==> config.mk <==
export PLATFORM = sky130hd
export DESIGN_NAME = acsc_top
export DESIGN_NICKNAME = d
export VERILOG_FILES = /design/src/verilog/acsc_pkg.sv /design/src/verilog/acsc_sync.sv /design/src/verilog/acsc_top.sv
export VERILOG_INCLUDE_DIRS = /design/src /design/src/verilog
export SDC_FILE = /design/constraint.sdc
export NUM_CORES = 1
export LEC_CHECK = 0
export BUFFER_PORTS_ARGS = -buffer_cell sky130_fd_sc_hd__buf_4
export CAP_MARGIN = 20
export CORE_ASPECT_RATIO = 0.7
export CORE_MARGIN = 2
export CORE_UTILIZATION = 45
export DETAILED_ROUTE_END_ITERATION = 12
export PLACE_DENSITY_LB_ADDON = 0.05
export SLEW_MARGIN = 20
export SYNTH_ARGS = -nofsm -noshare
export SYNTH_HDL_FRONTEND = slang
export SYNTH_HIERARCHICAL = 1
export SYNTH_SLANG_ARGS = --single-unit
==> constraint.sdc <==
create_clock -name clk -period 4.2 [get_ports clk]
set_clock_uncertainty 0.15 [all_clocks]
set_input_delay 0 -clock clk [delete_from_list [all_inputs] [get_ports clk]]
set_output_delay 0 -clock clk [all_outputs]
set_load 0.01 [all_outputs]
==> src/verilog/acsc_map.svh <==
// Purpose: constants for the converter control block
// Assumes: clk at 200 MHz stands in for the master clock period
// Notes:   one master clock period is one clk cycle
`ifndef ACSC_MAP_SVH
`define ACSC_MAP_SVH
`define ACSC_GPIO_NUM        4
`define ACSC_GPIO_DIR_RST    4'hF
`define ACSC_GPIO_LVL_RST    4'h0
`define ACSC_RATE_RST        3'h6
`define ACSC_INIT_CYC        18
`define ACSC_START_MIN_CYC   2
`define ACSC_HALT_LATE_CYC   16
`define ACSC_SETTLE_000      152
`define ACSC_SETTLE_001      296
`define ACSC_SETTLE_010      584
`define ACSC_SETTLE_011      1160
`define ACSC_SETTLE_100      2312
`define ACSC_SETTLE_101      4616
`define ACSC_SETTLE_110      9224
`define ACSC_CMD_RESET       8'h06
`define ACSC_CMD_START       8'h08
`define ACSC_CMD_STOP        8'h0A
`define ACSC_STARTSTOP_BIT   7
`define ACSC_BYTE_BITS       8
`endif

==> src/verilog/acsc_pkg.sv <==
// Purpose: types for the converter control block
// Assumes: nothing
// Notes:   constants live in acsc_map.svh
package acsc_pkg;
    typedef enum logic [1:0] {
        ACSC_IDLE,
        ACSC_INIT,
        ACSC_SETTLE,
        ACSC_CONV
    } acsc_state_t;
endpackage : acsc_pkg

==> src/verilog/acsc_sync.sv <==
// Purpose: two flip-flop synchroniser for a bus of pin inputs
// Assumes: inputs are asynchronous to clk
// Notes:   stage one is read only by stage two
`timescale 1ns/10ps
module acsc_sync #(
    parameter int W = 1
) (
    input  wire logic         clk,
    input  wire logic         rstn,
    input  wire logic [W-1:0] din,
    output logic      [W-1:0] dout
);
    logic [W-1:0] s1_ff;

    // two stage capture
    always_ff @(posedge clk or negedge rstn) begin
        if (!rstn) begin
            s1_ff <= '0;
            dout  <= '0;
        end else begin
            s1_ff <= din;
            dout  <= s1_ff;
        end
    end
endmodule : acsc_sync

==> src/verilog/acsc_top.sv <==
// Purpose: gpio, power-down, reset, conversion and serial control
// Assumes: serial clock and pins sampled by clk; clk is the master clock
// Notes:   serial data output is a pin with separate enable
`timescale 1ns/10ps
`include "acsc_map.svh"
module acsc_top (
    input  wire logic       clk,
    input  wire logic       rstn,
    input  wire logic       power_down_pin,
    input  wire logic       reset_pin_n,
    input  wire logic       start_pin,
    input  wire logic       cs_n,
    input  wire logic       sclk,
    input  wire logic       sdi,
    output logic            sdo,
    output logic            sdo_oe,
    input  wire logic [7:0] tx_byte,
    output logic            tx_load,
    output logic [7:0]      rx_byte,
    output logic            rx_valid,
    input  wire logic [2:0] rate_select,
    input  wire logic [3:0] gpio_direction_bits,
    input  wire logic [3:0] gpio_level_bits,
    input  wire logic       gpio_level_wr,
    input  wire logic [3:0] gpio_pin_in,
    output logic [3:0]      gpio_pin_out,
    output logic [3:0]      gpio_pin_oe,
    output logic [3:0]      gpio_level_rd,
    output logic            regs_reset,
    output logic            powered_down,
    output logic            converting,
    output logic            data_ready_n
);
    logic [8:0]  sync_q;
    logic        power_down_pin_s;
    logic        rst_s;
    logic        start_s;
    logic        cs_s;
    logic        sclk_s;
    logic        sdi_s;
    logic [3:0]  gpio_s;
    logic        sclk_d_ff;
    logic        cs_d_ff;
    logic        sclk_fall;
    logic        sclk_rise;
    logic [2:0]  bit_cnt_ff;
    logic [6:0]  shift_in_ff;
    logic [7:0]  shift_out_ff;
    logic [7:0]  cur_byte;
    logic        cmd_reset;
    logic        cmd_start;
    logic        cmd_stop;
    logic        start_cmd_ff;
    logic        start_pin_d_ff;
    logic [1:0]  start_hi_ff;
    logic        run_req;
    logic        stop_req;
    logic        stop_pend_ff;
    logic        last_conv_ff;
    logic [13:0] cnt_ff;
    logic [13:0] nxt_cnt;
    logic [13:0] since_done_ff;
    logic [3:0]  gpio_dir_ff;
    logic [3:0]  gpio_lvl_ff;
    logic        in_reset;
    logic        conv_done;
    acsc_pkg::acsc_state_t state_ff;

    // pins from outside the clock domain
    acsc_sync #(.W(9)) u_sync (
        .clk  (clk),
        .rstn (rstn),
        .din  ({power_down_pin, reset_pin_n, start_pin, cs_n, sclk, sdi,
                gpio_pin_in[3:1]}),
        .dout (sync_q)
    );
    acsc_sync #(.W(1)) u_sync_g0 (
        .clk  (clk),
        .rstn (rstn),
        .din  (gpio_pin_in[0]),
        .dout (gpio_s[0])
    );
    assign {power_down_pin_s, rst_s, start_s, cs_s, sclk_s, sdi_s, gpio_s[3:1]} = sync_q;

    // settling length per data rate
    function automatic logic [13:0] settle_cycles(input logic [2:0] r);
        case (r)
            3'h0:    settle_cycles = 14'(`ACSC_SETTLE_000);
            3'h1:    settle_cycles = 14'(`ACSC_SETTLE_001);
            3'h2:    settle_cycles = 14'(`ACSC_SETTLE_010);
            3'h3:    settle_cycles = 14'(`ACSC_SETTLE_011);
            3'h4:    settle_cycles = 14'(`ACSC_SETTLE_100);
            3'h5:    settle_cycles = 14'(`ACSC_SETTLE_101);
            default: settle_cycles = 14'(`ACSC_SETTLE_110);
        endcase
    endfunction : settle_cycles

    // serial clock edge detection on synchronised copies
    always_ff @(posedge clk or negedge rstn) begin
        if (!rstn) begin
            sclk_d_ff <= 1'b0;
            cs_d_ff   <= 1'b1;
        end else begin
            sclk_d_ff <= sclk_s;
            cs_d_ff   <= cs_s;
        end
    end
    assign sclk_fall = sclk_d_ff & ~sclk_s;
    assign sclk_rise = ~sclk_d_ff & sclk_s;
    assign cur_byte  = {shift_in_ff, sdi_s};
    assign in_reset  = ~rst_s | ~power_down_pin_s;

    // byte framing and input shifter
    always_ff @(posedge clk or negedge rstn) begin
        if (!rstn) begin
            bit_cnt_ff  <= 3'h0;
            shift_in_ff <= 7'h00;
        end else if (cs_s || in_reset) begin
            bit_cnt_ff  <= 3'h0;
            shift_in_ff <= 7'h00;
        end else if (sclk_fall) begin
            bit_cnt_ff  <= bit_cnt_ff + 3'h1;
            shift_in_ff <= cur_byte[6:0];
        end
    end

    // command decode: start/stop at 7th fall, reset at 8th fall
    assign cmd_start = ~cs_s & sclk_fall
                     & (bit_cnt_ff == 3'(`ACSC_STARTSTOP_BIT - 1))
                     & ({shift_in_ff[5:0], sdi_s}
                        == 7'(`ACSC_CMD_START >> 1));
    assign cmd_stop  = ~cs_s & sclk_fall
                     & (bit_cnt_ff == 3'(`ACSC_STARTSTOP_BIT - 1))
                     & ({shift_in_ff[5:0], sdi_s}
                        == 7'(`ACSC_CMD_STOP >> 1));
    assign cmd_reset = ~cs_s & sclk_fall & (bit_cnt_ff == 3'h7)
                     & (cur_byte == `ACSC_CMD_RESET);

    // received byte strobe
    always_ff @(posedge clk or negedge rstn) begin
        if (!rstn) begin
            rx_byte  <= 8'h00;
            rx_valid <= 1'b0;
        end else begin
            rx_valid <= ~cs_s & ~in_reset & sclk_fall
                      & (bit_cnt_ff == 3'h7);
            if (~cs_s & sclk_fall & (bit_cnt_ff == 3'h7))
                rx_byte <= cur_byte;
        end
    end

    // output shifter, loads a byte at frame start
    assign tx_load = ~cs_s & ~in_reset & sclk_rise & (bit_cnt_ff == 3'h0);
    always_ff @(posedge clk or negedge rstn) begin
        if (!rstn) begin
            shift_out_ff <= 8'h00;
            sdo          <= 1'b0;
            sdo_oe       <= 1'b0;
        end else begin
            sdo_oe <= ~cs_s & ~in_reset;
            if (cs_s) begin
                sdo <= 1'b0;
            end else if (tx_load) begin
                sdo          <= tx_byte[7];
                shift_out_ff <= {tx_byte[6:0], 1'b0};
            end else if (sclk_rise) begin
                sdo          <= shift_out_ff[7];
                shift_out_ff <= {shift_out_ff[6:0], 1'b0};
            end
        end
    end

    // start by pin held two cycles, or by command
    always_ff @(posedge clk or negedge rstn) begin
        if (!rstn) begin
            start_hi_ff    <= 2'h0;
            start_pin_d_ff <= 1'b0;
            start_cmd_ff   <= 1'b0;
        end else if (in_reset || state_ff == acsc_pkg::ACSC_INIT) begin
            start_hi_ff    <= 2'h0;
            start_pin_d_ff <= 1'b0;
            start_cmd_ff   <= 1'b0;
        end else begin
            start_pin_d_ff <= start_s;
            if (!start_s)
                start_hi_ff <= 2'h0;
            else if (start_hi_ff != 2'(`ACSC_START_MIN_CYC))
                start_hi_ff <= start_hi_ff + 2'h1;
            if (cmd_start)
                start_cmd_ff <= 1'b1;
            else if (cmd_stop)
                start_cmd_ff <= 1'b0;
        end
    end
    assign run_req  = (start_hi_ff == 2'(`ACSC_START_MIN_CYC))
                    | start_cmd_ff;
    assign stop_req = cmd_stop | (start_pin_d_ff & ~start_s);

    // conversion sequencer
    assign conv_done = (state_ff == acsc_pkg::ACSC_SETTLE
                        || state_ff == acsc_pkg::ACSC_CONV)
                     && cnt_ff == 14'h0001;
    always_comb begin
        nxt_cnt = cnt_ff - 14'h0001;
        if (conv_done)
            nxt_cnt = settle_cycles(rate_select);
    end
    always_ff @(posedge clk or negedge rstn) begin
        if (!rstn) begin
            state_ff <= acsc_pkg::ACSC_INIT;
            cnt_ff   <= 14'(`ACSC_INIT_CYC);
        end else if (in_reset || cmd_reset) begin
            state_ff <= acsc_pkg::ACSC_INIT;
            cnt_ff   <= 14'(`ACSC_INIT_CYC);
        end else begin
            case (state_ff)
                acsc_pkg::ACSC_INIT: begin
                    cnt_ff <= cnt_ff - 14'h0001;
                    if (cnt_ff == 14'h0001)
                        state_ff <= acsc_pkg::ACSC_IDLE;
                end
                acsc_pkg::ACSC_IDLE: begin
                    if (run_req && !stop_req) begin
                        state_ff <= acsc_pkg::ACSC_SETTLE;
                        cnt_ff   <= settle_cycles(rate_select);
                    end
                end
                acsc_pkg::ACSC_SETTLE,
                acsc_pkg::ACSC_CONV: begin
                    cnt_ff <= nxt_cnt;
                    if (conv_done) begin
                        if (last_conv_ff || stop_pend_ff)
                            state_ff <= acsc_pkg::ACSC_IDLE;
                        else
                            state_ff <= acsc_pkg::ACSC_CONV;
                    end
                end
                default: state_ff <= acsc_pkg::ACSC_IDLE;
            endcase
        end
    end

    // stop placement against the last completion
    always_ff @(posedge clk or negedge rstn) begin
        if (!rstn) begin
            since_done_ff <= 14'h0000;
            stop_pend_ff  <= 1'b0;
            last_conv_ff  <= 1'b0;
        end else if (in_reset || state_ff == acsc_pkg::ACSC_INIT
                     || state_ff == acsc_pkg::ACSC_IDLE) begin
            since_done_ff <= 14'h0000;
            stop_pend_ff  <= 1'b0;
            last_conv_ff  <= 1'b0;
        end else begin
            if (conv_done)
                since_done_ff <= 14'h0000;
            else if (since_done_ff != 14'h3FFF)
                since_done_ff <= since_done_ff + 14'h0001;
            if (conv_done) begin
                last_conv_ff <= stop_pend_ff;
                stop_pend_ff <= 1'b0;
            end else if (stop_req) begin
                if (since_done_ff < 14'(`ACSC_HALT_LATE_CYC)
                    && state_ff == acsc_pkg::ACSC_CONV)
                    last_conv_ff <= 1'b1;
                else
                    stop_pend_ff <= 1'b1;
            end
        end
    end

    // data ready: set wins over a same-cycle serial clear
    always_ff @(posedge clk or negedge rstn) begin
        if (!rstn) begin
            data_ready_n <= 1'b1;
        end else if (in_reset || state_ff == acsc_pkg::ACSC_INIT) begin
            data_ready_n <= 1'b1;
        end else if (conv_done) begin
            data_ready_n <= 1'b0;
        end else if (sclk_fall) begin
            data_ready_n <= 1'b1;
        end else if (state_ff == acsc_pkg::ACSC_IDLE && run_req
                     && !stop_req) begin
            data_ready_n <= 1'b1;
        end
    end

    // gpio direction and level, all inputs after reset
    always_ff @(posedge clk or negedge rstn) begin
        if (!rstn) begin
            gpio_dir_ff <= `ACSC_GPIO_DIR_RST;
            gpio_lvl_ff <= `ACSC_GPIO_LVL_RST;
        end else if (in_reset || state_ff == acsc_pkg::ACSC_INIT) begin
            gpio_dir_ff <= `ACSC_GPIO_DIR_RST;
            gpio_lvl_ff <= `ACSC_GPIO_LVL_RST;
        end else begin
            gpio_dir_ff <= gpio_direction_bits;
            if (gpio_level_wr)
                gpio_lvl_ff <= (gpio_lvl_ff & gpio_dir_ff)
                             | (gpio_level_bits & ~gpio_dir_ff);
        end
    end
    assign gpio_pin_out = gpio_lvl_ff;
    assign gpio_pin_oe  = ~gpio_dir_ff;

    // status outputs
    always_ff @(posedge clk or negedge rstn) begin
        if (!rstn) begin
            gpio_level_rd <= 4'h0;
            regs_reset    <= 1'b1;
            powered_down  <= 1'b0;
            converting    <= 1'b0;
        end else begin
            gpio_level_rd <= gpio_s;
            regs_reset    <= state_ff == acsc_pkg::ACSC_INIT;
            powered_down  <= ~power_down_pin_s;
            converting    <= state_ff == acsc_pkg::ACSC_SETTLE
                          || state_ff == acsc_pkg::ACSC_CONV;
        end
    end
endmodule : acsc_top

==> impl_metrics.env, run 1 <==
export IMPL_status="finished clean"
export IMPL_hold_path_end="cnt_ff[10]"
export IMPL_wirelength_met1_um=4820
export IMPL_synthTopCellsByArea="dfrtp_1 (51%), dfstp_2 (5.2%), nor2_1 (3.7%)"
export IMPL_crit_path_top_delay_cell="or4_1"
export IMPL_drive_gt1_share_pct=21.6
export IMPL_power_density_nw_per_um2=356
export IMPL_track_usage_pct=18.6
export IMPL_min_period_over_period_pct=69.0
export IMPL_r2r_slack_ps=1300
export IMPL_hp_start="rate_select[0]"
export IMPL_fin_crit_ps=2900
export IMPL_cts_htree_levels=3
export IMPL_fmax_mhz=345
export IMPL_path_clk_slew_ps=70
export IMPL_worstReg2RegEnd="cnt_ff[4]"
export IMPL_yosysTopAreaCellShare_pct=51.0
export IMPL_diodes=0
export IMPL_gp_congestion=0.805
export IMPL_drt_total_wl_um=9440
export IMPL_grt_pass1_vias=3196
export IMPL_pin_count=60
export IMPL_dp_slack_ps=1330
export IMPL_synth_fa_ha_area_share_pct=2.22
export IMPL_slowest_delay_ps=650
export IMPL_seq_power_share_pct=50.3
export IMPL_synthFlopType="dfrtp_1"
export IMPL_netlist_area_um2=4510
export IMPL_switching_share_pct=21.6
export IMPL_highest_layer="met4"
export IMPL_maxSlewHeadroom_pct=42.3
export IMPL_dr_wl_met3_um=555
export IMPL_synth_edff_count=0
export IMPL_cp_max_fo=26
export IMPL_fp_dieH_um=87.8
export IMPL_synth_nets=461
export IMPL_cts_made_buffers=9
export IMPL_initialDrtViolationCount=259
export IMPL_dieArea_um2=10900
export IMPL_arrival_ps=3000
export IMPL_drc=0
export IMPL_power_frac_clock_pct=43.0
export IMPL_crit_path_end_kind="register"
export IMPL_area_growth_pct=26.4
export IMPL_portBuffers=59
export IMPL_ys_warn_count=6
export IMPL_cp_required_ps=4310
export IMPL_hpwl_um=6250
export IMPL_worstSetupPathType="reg -> reg"
export IMPL_tightest_slew_ps=864
export IMPL_clock_latency_ps=340
export IMPL_core_area_um2=9720
export IMPL_start_kind="register"
export IMPL_synth_seq_cells=101
export IMPL_seq_area_frac_synth_pct=56.2
export IMPL_cts_tree="built"
export IMPL_cts_root_buf="clkbuf_16"
export IMPL_viasPerCell=5.30
export IMPL_yosys_area_top_type="dfrtp_1"
export IMPL_timing_final_ws_setup_ps=1300
export IMPL_min_path_type="in -> reg"
export IMPL_synth_area_per_cell_um2=10.7
export IMPL_ff2ff_path_depth=5
export IMPL_r2r_start="cnt_ff[5]"
export IMPL_grt_max_degree=70
export IMPL_vias=3403
export IMPL_rsz0062_at_grt="no"
export IMPL_synth_simple_area_share_pct=17.7
export IMPL_clock_path_buffers=2
export IMPL_start_util_pct=46.4
export IMPL_p_int_mw=1.59
export IMPL_synth_compound_area_share_pct=11.7
export IMPL_synth_xor_area_share_pct=2.33
export IMPL_drt_antenna_violating_nets=0
export IMPL_netSwitchingPower_uw=438
export IMPL_cts_sinks=101
export IMPL_leakage_nw=2.53
export IMPL_ys_async_sr_fraction_pct=100
export IMPL_fin_nets=549
export IMPL_grt_pass1_wl_um=15700
export IMPL_wl_per_cell_um=14.7
export IMPL_synth_top_family_by_area="simple AND/OR/NAND/NOR gates"
export IMPL_drv_slew=0
export IMPL_maxCapViolations=0
export IMPL_critical_path_top_delay_family="simple AND/OR/NAND/NOR gates"
export IMPL_cp_cell_sequence="or4_1 > or4_4 > o21ai_4 > mux2_2 > a221o_1"
export IMPL_synth_common_cells="dfrtp_1 (92), nor2_1 (45), nand2_1 (34)"
export IMPL_die_x_um=124
export IMPL_synthCells=421
export IMPL_antenna_found_initial=0
export IMPL_p_comb_share_pct=6.7
export IMPL_finalHoldViolCount=0
export IMPL_tns_ps=0
export IMPL_rows=30
export IMPL_grt_overflow=0
export IMPL_ir_worst_vdd_uv=229
export IMPL_holdPathStages=4
export IMPL_cts_setup_buffers=0
export IMPL_wl_met2_um=3980
export IMPL_path_buf_inv=0
export IMPL_synth_most_common_cell="dfrtp_1"
export IMPL_synthMuxAreaShare_pct=6.10
export IMPL_ys_types=53
export IMPL_dr_pass1_iters=4
export IMPL_final_setup_viol_count=0
[area by class of cell]
type,instances,area (um^2)
inverter,22,82.6
clock buffer,10,229
fill,828,4020
sequential,101,2540
tap,128,160
clock inverter,6,87.6
multi-input combinational,279,1800
timing repair buffer,96,803
[stage by stage]
| stage | hold WS [ps] | total power [mW] | utilization [%] | instance area, um^2 | cells |
|---|---|---|---|---|---|
| after floorplan | -446 | 1.09 | - | 4510 | 421 |
| after global placement | -40.9 | 1.15 | 52.0 | 5060 | 593 |
| after detailed placement | -39.4 | 1.15 | 52.0 | 5060 | 593 |
| after CTS | 16.8 | 2.05 | 58.7 | 5710 | 642 |
| after global routing | 36.6 | 2.12 | 58.7 | 5710 | 642 |
| final | 22.0 | 2.03 | 58.7 | 5710 | 642 |
[state kept, by name, indices dropped and copies added (netlist names), 2 cells and up]
| signal | flops |
|---|---|
| shift_in_ff | 7 |
| u_sync/s1_ff | 9 |
| cnt_ff | 14 |
| shift_out_ff | 7 |
| gpio_pin_out | 4 |
| u_sync/dout | 9 |
| state_ff | 2 |
| gpio_level_rd | 4 |
| rx_byte | 8 |
| gpio_dir_ff | 4 |
| start_hi_ff | 2 |
| since_done_ff | 14 |
| bit_cnt_ff | 3 |
[placed cells by master (no fill, tap or decap), types with 9 or more instances in the layout]
master / count
nor2_1: 45
nor3_1: 11
mux2_2: 12
dfstp_2: 9
nand3_1: 10
clkbuf_16: 9
mux2i_1: 14
buf_4: 63
nand2_1: 34
dlygate4sd3_1: 33
a21oi_1: 25
xnor2_1: 9
inv_1: 22
dfrtp_1: 92
nor2b_1: 9
[how the worst max path moves through the flow]
stage / startpoint / endpoint / slack (ps) / cells after the start
after detailed placement: cnt_ff[5] / cnt_ff[4] / 1330 / 5
final: cnt_ff[5] / cnt_ff[4] / 1300 / 5
after CTS: cnt_ff[5] / cnt_ff[4] / 1310 / 5
after global placement: cnt_ff[5] / cnt_ff[4] / 1390 / 5
after global routing: bit_cnt_ff[0] / cnt_ff[5] / 1220 / 7
after floorplan: cnt_ff[5] / cnt_ff[4] / 1660 / 6
[power by group through the flow]
stage / combinational (mW) / sequential [mW] / clock [mW]
2_1_floorplan: 0.0520 / 1.04 / 0
3_3_place_gp: 0.114 / 1.04 / 0
3_5_place_dp: 0.115 / 1.04 / 0
4_1_cts: 0.138 / 1.02 / 0.893
5_1_grt: 0.155 / 1.02 / 0.939
6_report: 0.136 / 1.02 / 0.874
[cells by family after synthesis]
group / count (synthesis)
AO/OA/AOI/OAI: 78
XOR/XNOR: 12
adder cells (fa/ha/maj): 8
buffers and inverters: 41
flip-flops: 101
multiplexers: 26
AND/OR/NAND/NOR: 155
[timing repair]
item                                   CTS  global route
resized for setup                        0             0
endpoints found under the hold margin   94             0
hold buffers                            33             0
[routing by layer]
layer | global-route usage (%) | vias up
met5 | 0 | -
met4 | 4.03 | 0
met3 | 5.01 | 9
met2 | 26.7 | 87
met1 | 28.3 | 1653
li1 | - | 1654
[worst min-delay path: cells and delay by family]
| kind | cells | cell delay [ps] |
|---|---|---|
| AO/OA/AOI/OAI | 2 | 230 |
| multiplexers | 1 | 140 |
| buffers and inverters | 1 | 110 |
(Power assumes the default switching activity.)
==> run 2, diff against run 1 <==
--- a/config.mk
+++ b/config.mk
@@ -6,6 +6,7 @@
 export SDC_FILE = /design/constraint.sdc
 export NUM_CORES = 1
 export LEC_CHECK = 0
+export ABC_AREA = 1
 export BUFFER_PORTS_ARGS = -buffer_cell sky130_fd_sc_hd__buf_4
 export CAP_MARGIN = 20
 export CORE_ASPECT_RATIO = 0.7
==> constraint.sdc (replaced) <==
create_clock -name clk -period 2.5 [get_ports clk]
set_clock_uncertainty 0.15 [all_clocks]
set_input_delay 0 -clock clk [delete_from_list [all_inputs] [get_ports clk]]
set_output_delay 0 -clock clk [all_outputs]
set_load 0.01 [all_outputs]
==> run 2 against run 1 <==
Net effect:
- synthesized area grew 6.2%
- routed wire length grew 8.9%
- utilization shrank 0.57 points
- hold slack gained 16 ps
- combinational power grew to 3.4 times the previous value
- design area grew 5.5%
- sequential power grew 75%
- maximum frequency grew 24%
==> impl_metrics.env, run 2 <==
export IMPL_synthCells=535
export IMPL_status="finished clean"
export IMPL_ys_async_sr_fraction_pct=100
export IMPL_layout_common_cells="nand2_1 (104), dfrtp_1 (91), buf_4 (60)"
export IMPL_synth_nets=575
export IMPL_ys_types=43
export IMPL_path_clk_slew_ps=70
export IMPL_cts_sinks=101
export IMPL_fp_dieH_um=90.4
export IMPL_cp_max_fo=9
export IMPL_maxCapViolations=0
export IMPL_clock_path_buffers=2
export IMPL_clock_latency_ps=340
export IMPL_ir_worst_vdd_uv=335
export IMPL_min_period_over_period_pct=93.4
export IMPL_hpwl_um=7340
export IMPL_cts_htree_levels=3
export IMPL_cts_setup_buffers=0
export IMPL_rows=31
export IMPL_tns_ps=0
export IMPL_gp_congestion=0.874
export IMPL_grt_pass1_wl_um=17900
export IMPL_viasPerCell=4.99
export IMPL_portBuffers=59
export IMPL_ys_warn_count=6
export IMPL_rsz0062_at_grt="no"
export IMPL_pin_count=60
export IMPL_cts_tree="built"
export IMPL_grt_pass1_vias=3730
export IMPL_fin_nets=674
export IMPL_initialDrtViolationCount=284
export IMPL_dieArea_um2=11500
export IMPL_largest_registers="cnt_ff (14), since_done_ff (14)"
export IMPL_power_frac_clock_pct=36.6
export IMPL_core_area_um2=10400
export IMPL_netlist_area_um2=4790
export IMPL_final_setup_viol_count=0
export IMPL_finalHoldViolCount=0
export IMPL_worstSetupPathType="reg -> reg"
export IMPL_synth_common_cells="nand2_1 (104), dfrtp_1 (92), nor2_1 (54)"
export IMPL_seq_area_frac_synth_pct=52.9
export IMPL_synth_edff_count=0
export IMPL_start_kind="register"
export IMPL_fmax_mhz=428
export IMPL_fin_crit_ps=2340
export IMPL_drive_gt1_share_pct=22.5
export IMPL_switching_share_pct=26.8
export IMPL_min_path_type="in -> async"
export IMPL_diodes=0
export IMPL_leakage_nw=2.96
export IMPL_synthTopCellsByArea="dfrtp_1 (48%), nand2_1 (8.1%), dfstp_2 (4.9%)"
export IMPL_drt_antenna_violating_nets=0
export IMPL_netSwitchingPower_uw=954
export IMPL_track_usage_pct=19.3
export IMPL_cts_root_buf="clkbuf_16"
export IMPL_grt_overflow=0
export IMPL_maxSlewHeadroom_pct=62.6
export IMPL_drc=0
export IMPL_p_comb_share_pct=13.2
export IMPL_die_x_um=127
export IMPL_drv_slew=0
export IMPL_start_util_pct=46.3
export IMPL_synth_seq_cells=101
export IMPL_seq_area_um2=2540
export IMPL_arrival_ps=2460
export IMPL_fillers=943
export IMPL_area_growth_pct=25.5
export IMPL_antenna_found_initial=0
export IMPL_seq_power_share_pct=50.2
export IMPL_whs_ps=37.8
export IMPL_ff2ff_path_depth=8
export IMPL_vias=3845
export IMPL_synth_most_common_cell="nand2_1"
export IMPL_dr_pass1_iters=5
export IMPL_tightest_slew_ps=561
export IMPL_synthFlopType="dfrtp_1"
export IMPL_yosysTopAreaCellShare_pct=48.0
export IMPL_crit_path_end_kind="register"
export IMPL_p_int_mw=2.60
export IMPL_multi_input_area_um2=1980
export IMPL_drt_total_wl_um=10300
export IMPL_wl_per_cell_um=13.3
export IMPL_grt_max_degree=59
export IMPL_cp_required_ps=2630
export IMPL_synth_area_per_cell_um2=8.96
export IMPL_cts_made_buffers=9
export IMPL_yosys_area_top_type="dfrtp_1"
export IMPL_power_density_nw_per_um2=591
export IMPL_final_common_cell="nand2_1"
run 2: cell types whose count changed after synthesis, moves of 10 or more:
cell      before  now
mux2i_1       14    0
clkbuf_1      15    3
nand3_1       10   34
inv_1         22   46
mux2_2        12    0
o21ai_1        8   18
inv_2          0   14
o21ai_0        6   40
nand2_1       34  104
run 2: layout make-up:
class                           instances  share of cell area [%]
Timing Repair Buffer                   97                    13.8
Clock inverter                          6                   0.811
Sequential cell                       101                    42.2
Clock buffer                           10                    3.80
Inverter                               60                    3.74
Tap cell                              132                    2.74
Multi-Input combinational cell        365                    32.9
run 2: worst paths after layout:
kind | endpoint | startpoint | slack, ps
min in group clk | u_sync/s1_ff[5] | cs_n | 160
min | gpio_level_rd[0] | rstn | 40
max | gpio_pin_out[1] | state_ff[0] | 160
min reg2reg | gpio_level_rd[0] | u_sync_g0/dout | 200
max reg2reg | gpio_pin_out[1] | state_ff[0] | 160
max in group asynchronous | gpio_dir_ff[1] | rstn | 1400
run 2: cells by family after synthesis:
| kind of cell | Yosys count | synth area share (%) |
|---|---|---|
| and+or+nand+nor | 257 | 26.7 |
| DFF | 101 | 52.9 |
| AOI/OAI and AO/OA | 92 | 10.9 |
| buffers and inverters | 69 | 5.87 |
| xor gates and xnor gates | 8 | 1.46 |
| adders and majority gates | 8 | 2.09 |
run 2: timing repair:
item,in CTS,in global routing
resized for setup,0,2
hold buffers,36,0
endpoints found under the hold margin,77,0
endpoints found under the setup margin,0,4
run 2: stage by stage:
| stage | cell area [um^2] | setup WS, ps | util (%) | power, mW | instances |
|---|---|---|---|---|---|
| after floorplan | 4790 | 798 | - | 2.08 | 535 |
| after global placement | 5370 | 586 | 51.9 | 2.24 | 719 |
| after detailed placement | 5370 | 521 | 51.9 | 2.24 | 719 |
| after CTS | 6010 | 23.0 | 58.1 | 3.60 | 771 |
| after global routing | 6020 | 6.60 | 58.1 | 3.75 | 771 |
| final | 6020 | 164 | 58.1 | 3.56 | 771 |
run 2: worst max-delay path: stages, from the launching register on:
cell and delay, ps:
dfstp_2 570, inv_1 60, nor2_2 150, nor2_4 80, inv_2 150, or2_1 280
a21oi_1 110, a21oi_1 140, dlygate4sd3_1 570
run 2: per-layer routing:
layer / GRT usage [%] / wire (um) / vias to the layer above
li1: - / - / 1945
met1: 29.0 / 5480 / 1782
met2: 27.9 / 4170 / 103
met3: 4.68 / 486 / 15
met4: 5.22 / 142 / 0
met5: 0 / 0 / -
run 2: power groups by stage:
stage	Combinational [mW]	Clock [mW]	Sequential, mW
after floorplan	0.276	0	1.80
after global placement	0.423	0	1.82
after detailed placement	0.426	0	1.82
after CTS	0.470	1.35	1.79
after global routing	0.535	1.41	1.80
final	0.469	1.30	1.79
==> run 3, diff against run 2 <==
--- a/config.mk
+++ b/config.mk
@@ -14,6 +14,8 @@
 export CORE_UTILIZATION = 45
 export DETAILED_ROUTE_END_ITERATION = 12
 export PLACE_DENSITY_LB_ADDON = 0.05
+export REMOVE_ABC_BUFFERS = 1
+export SETUP_SLACK_MARGIN = 0.02
 export SLEW_MARGIN = 20
 export SYNTH_ARGS = -nofsm -noshare
 export SYNTH_HDL_FRONTEND = slang
==> run 3 against run 2 <==
Net effect:
- routed wire length is 0.77% higher
- via count decreased by 0.16%
- maximum frequency increased by 2.5%
- hold slack gained 44 ps
- power up 3.0%
- clock power is 8% higher
- critical path type unchanged
- critical endpoint is now gpio_pin_out[2]
==> impl_metrics.env, run 3 (synthesis results as in run 2) <==
export IMPL_status="finished clean"
export IMPL_ir_worst_vdd_uv=398
export IMPL_cp_startpoint="u_sync/dout[8]"
export IMPL_min_path_type="in -> async"
export IMPL_power_density_nw_per_um2=607
export IMPL_cp_required_ps=2570
export IMPL_start_kind="register"
export IMPL_fin_nets=672
export IMPL_grt_pass1_vias=3683
export IMPL_initialDrtViolationCount=262
export IMPL_fillers=930
export IMPL_dieArea_um2=11500
export IMPL_pin_count=60
export IMPL_utilization_pct=58.2
export IMPL_wl_per_cell_um=13.5
export IMPL_finalHoldViolCount=0
export IMPL_layout_common_cells="nand2_1 (104), dfrtp_1 (91), buf_4 (59)"
export IMPL_final_cell_count_no_fill=769
export IMPL_cts_htree_levels=3
export IMPL_dpl_cell_count=718
export IMPL_clock_latency_ps=340
export IMPL_drive_gt1_share_pct=22.6
export IMPL_rsz0062_at_grt="no"
export IMPL_design_area_um2=6030
export IMPL_worstReg2RegEnd="gpio_pin_out[2]"
export IMPL_cts_sinks=101
export IMPL_cts_tree="built"
export IMPL_gp_congestion=0.822
export IMPL_cts_root_buf="clkbuf_16"
export IMPL_grt_overflow=0
export IMPL_cts_made_buffers=9
export IMPL_fp_dieH_um=90.4
export IMPL_dpl_instance_area_um2=5370
export IMPL_diodes=0
export IMPL_ff2ff_path_depth=7
export IMPL_portBuffers=59
export IMPL_min_period_over_period_pct=91.2
export IMPL_leakage_nw=2.97
export IMPL_area_growth_pct=25.8
export IMPL_cp_max_fo=9
export IMPL_drv_slew=0
export IMPL_maxSlewHeadroom_pct=56.7
export IMPL_vias=3839
export IMPL_path_clk_slew_ps=70
export IMPL_track_usage_pct=19.4
export IMPL_drt_antenna_violating_nets=0
export IMPL_fin_crit_ps=2280
export IMPL_core_area_um2=10400
export IMPL_fmax_mhz=439
export IMPL_dr_pass1_iters=4
export IMPL_r2r_start="u_sync/dout[8]"
export IMPL_tightest_slew_ps=650
export IMPL_rows=31
export IMPL_largest_registers="cnt_ff (14), since_done_ff (14)"
export IMPL_final_setup_viol_count=0
export IMPL_final_common_cell="nand2_1"
export IMPL_die_x_um=127
export IMPL_drt_total_wl_um=10400
export IMPL_worstSetupPathType="reg -> reg"
export IMPL_r2r_slack_ps=220
export IMPL_antenna_found_initial=0
export IMPL_grt_pass1_wl_um=17900
export IMPL_tns_ps=0
export IMPL_arrival_ps=2350
export IMPL_start_util_pct=46.3
export IMPL_maxCapViolations=0
export IMPL_grt_max_degree=53
export IMPL_multi_input_area_um2=1980
export IMPL_hpwl_um=7230
export IMPL_seq_area_um2=2540
export IMPL_dp_slack_ps=564
export IMPL_whs_ps=81.7
export IMPL_worstSetupEndpoint="gpio_pin_out[2]"
export IMPL_clock_path_buffers=2
export IMPL_power_mw=3.66
export IMPL_drc=0
export IMPL_viasPerCell=4.99
export IMPL_crit_path_end_kind="register"
export IMPL_timing_final_ws_setup_ps=220
[run 3: changes by cell type in the layout (fill, tap and decap cells not counted), sizes merged]
cell | previous run | this run
buf | 61 | 60
bufinv | 0 | 1
clkbuf | 10 | 11
clkinvlp | 3 | 1
dlygate4sd3 | 36 | 35
[run 3: worst min-delay path by stage]
stage	startpoint	endpoint	slack, ps	depth (start not counted)
2_1_floorplan	rstn	bit_cnt_ff[0]	-450	0
3_3_place_gp	rstn	gpio_level_rd[1]	-70	1
3_5_place_dp	rstn	gpio_level_rd[1]	-80	1
4_1_cts	rstn	gpio_level_rd[1]	100	2
5_1_grt	rstn	gpio_level_rd[1]	140	2
6_report	rstn	gpio_level_rd[1]	80	2
[run 3: layer usage]
layer	share of wire [%]	global-route usage [%]	routed length, um
met2	42	27.4	4340
met4	0.66	4.95	68
met3	5.3	4.98	545
met5	0	0	0
met1	52	29.5	5400
[run 3: worst max-delay path, stage by stage, from the launching register on]
cell and delay [ps]:
dfrtp_1 350, nand2_1 200, nor2_4 250, inv_2 110, or2_1 320, a21oi_1 160
a21oi_1 50, dlygate4sd3_1 570
[run 3: where the power goes]
part / internal [mW] / total [mW] / switching, mW
logic: 0.190 / 0.464 / 0.274
clock network: 0.830 / 1.41 / 0.579
registers: 1.73 / 1.79 / 0.0602
[run 3: final cells by class]
cell class | instances | area share (%)
repair buffers | 95 | 13.5
flip-flops and latches | 101 | 42.1
clock buffers | 11 | 4.19
multi-input cells | 365 | 32.8
well taps | 132 | 2.74
inverters | 60 | 3.73
clock inverters | 5 | 0.933
[run 3: what timing repair did]
action                                 4_1_cts  5_1_grt
hold buffers                                35        0
setup endpoints to repair                    0        4
setup buffers                                0        0
resized for setup                            0        2
endpoints found under the hold margin       83        0
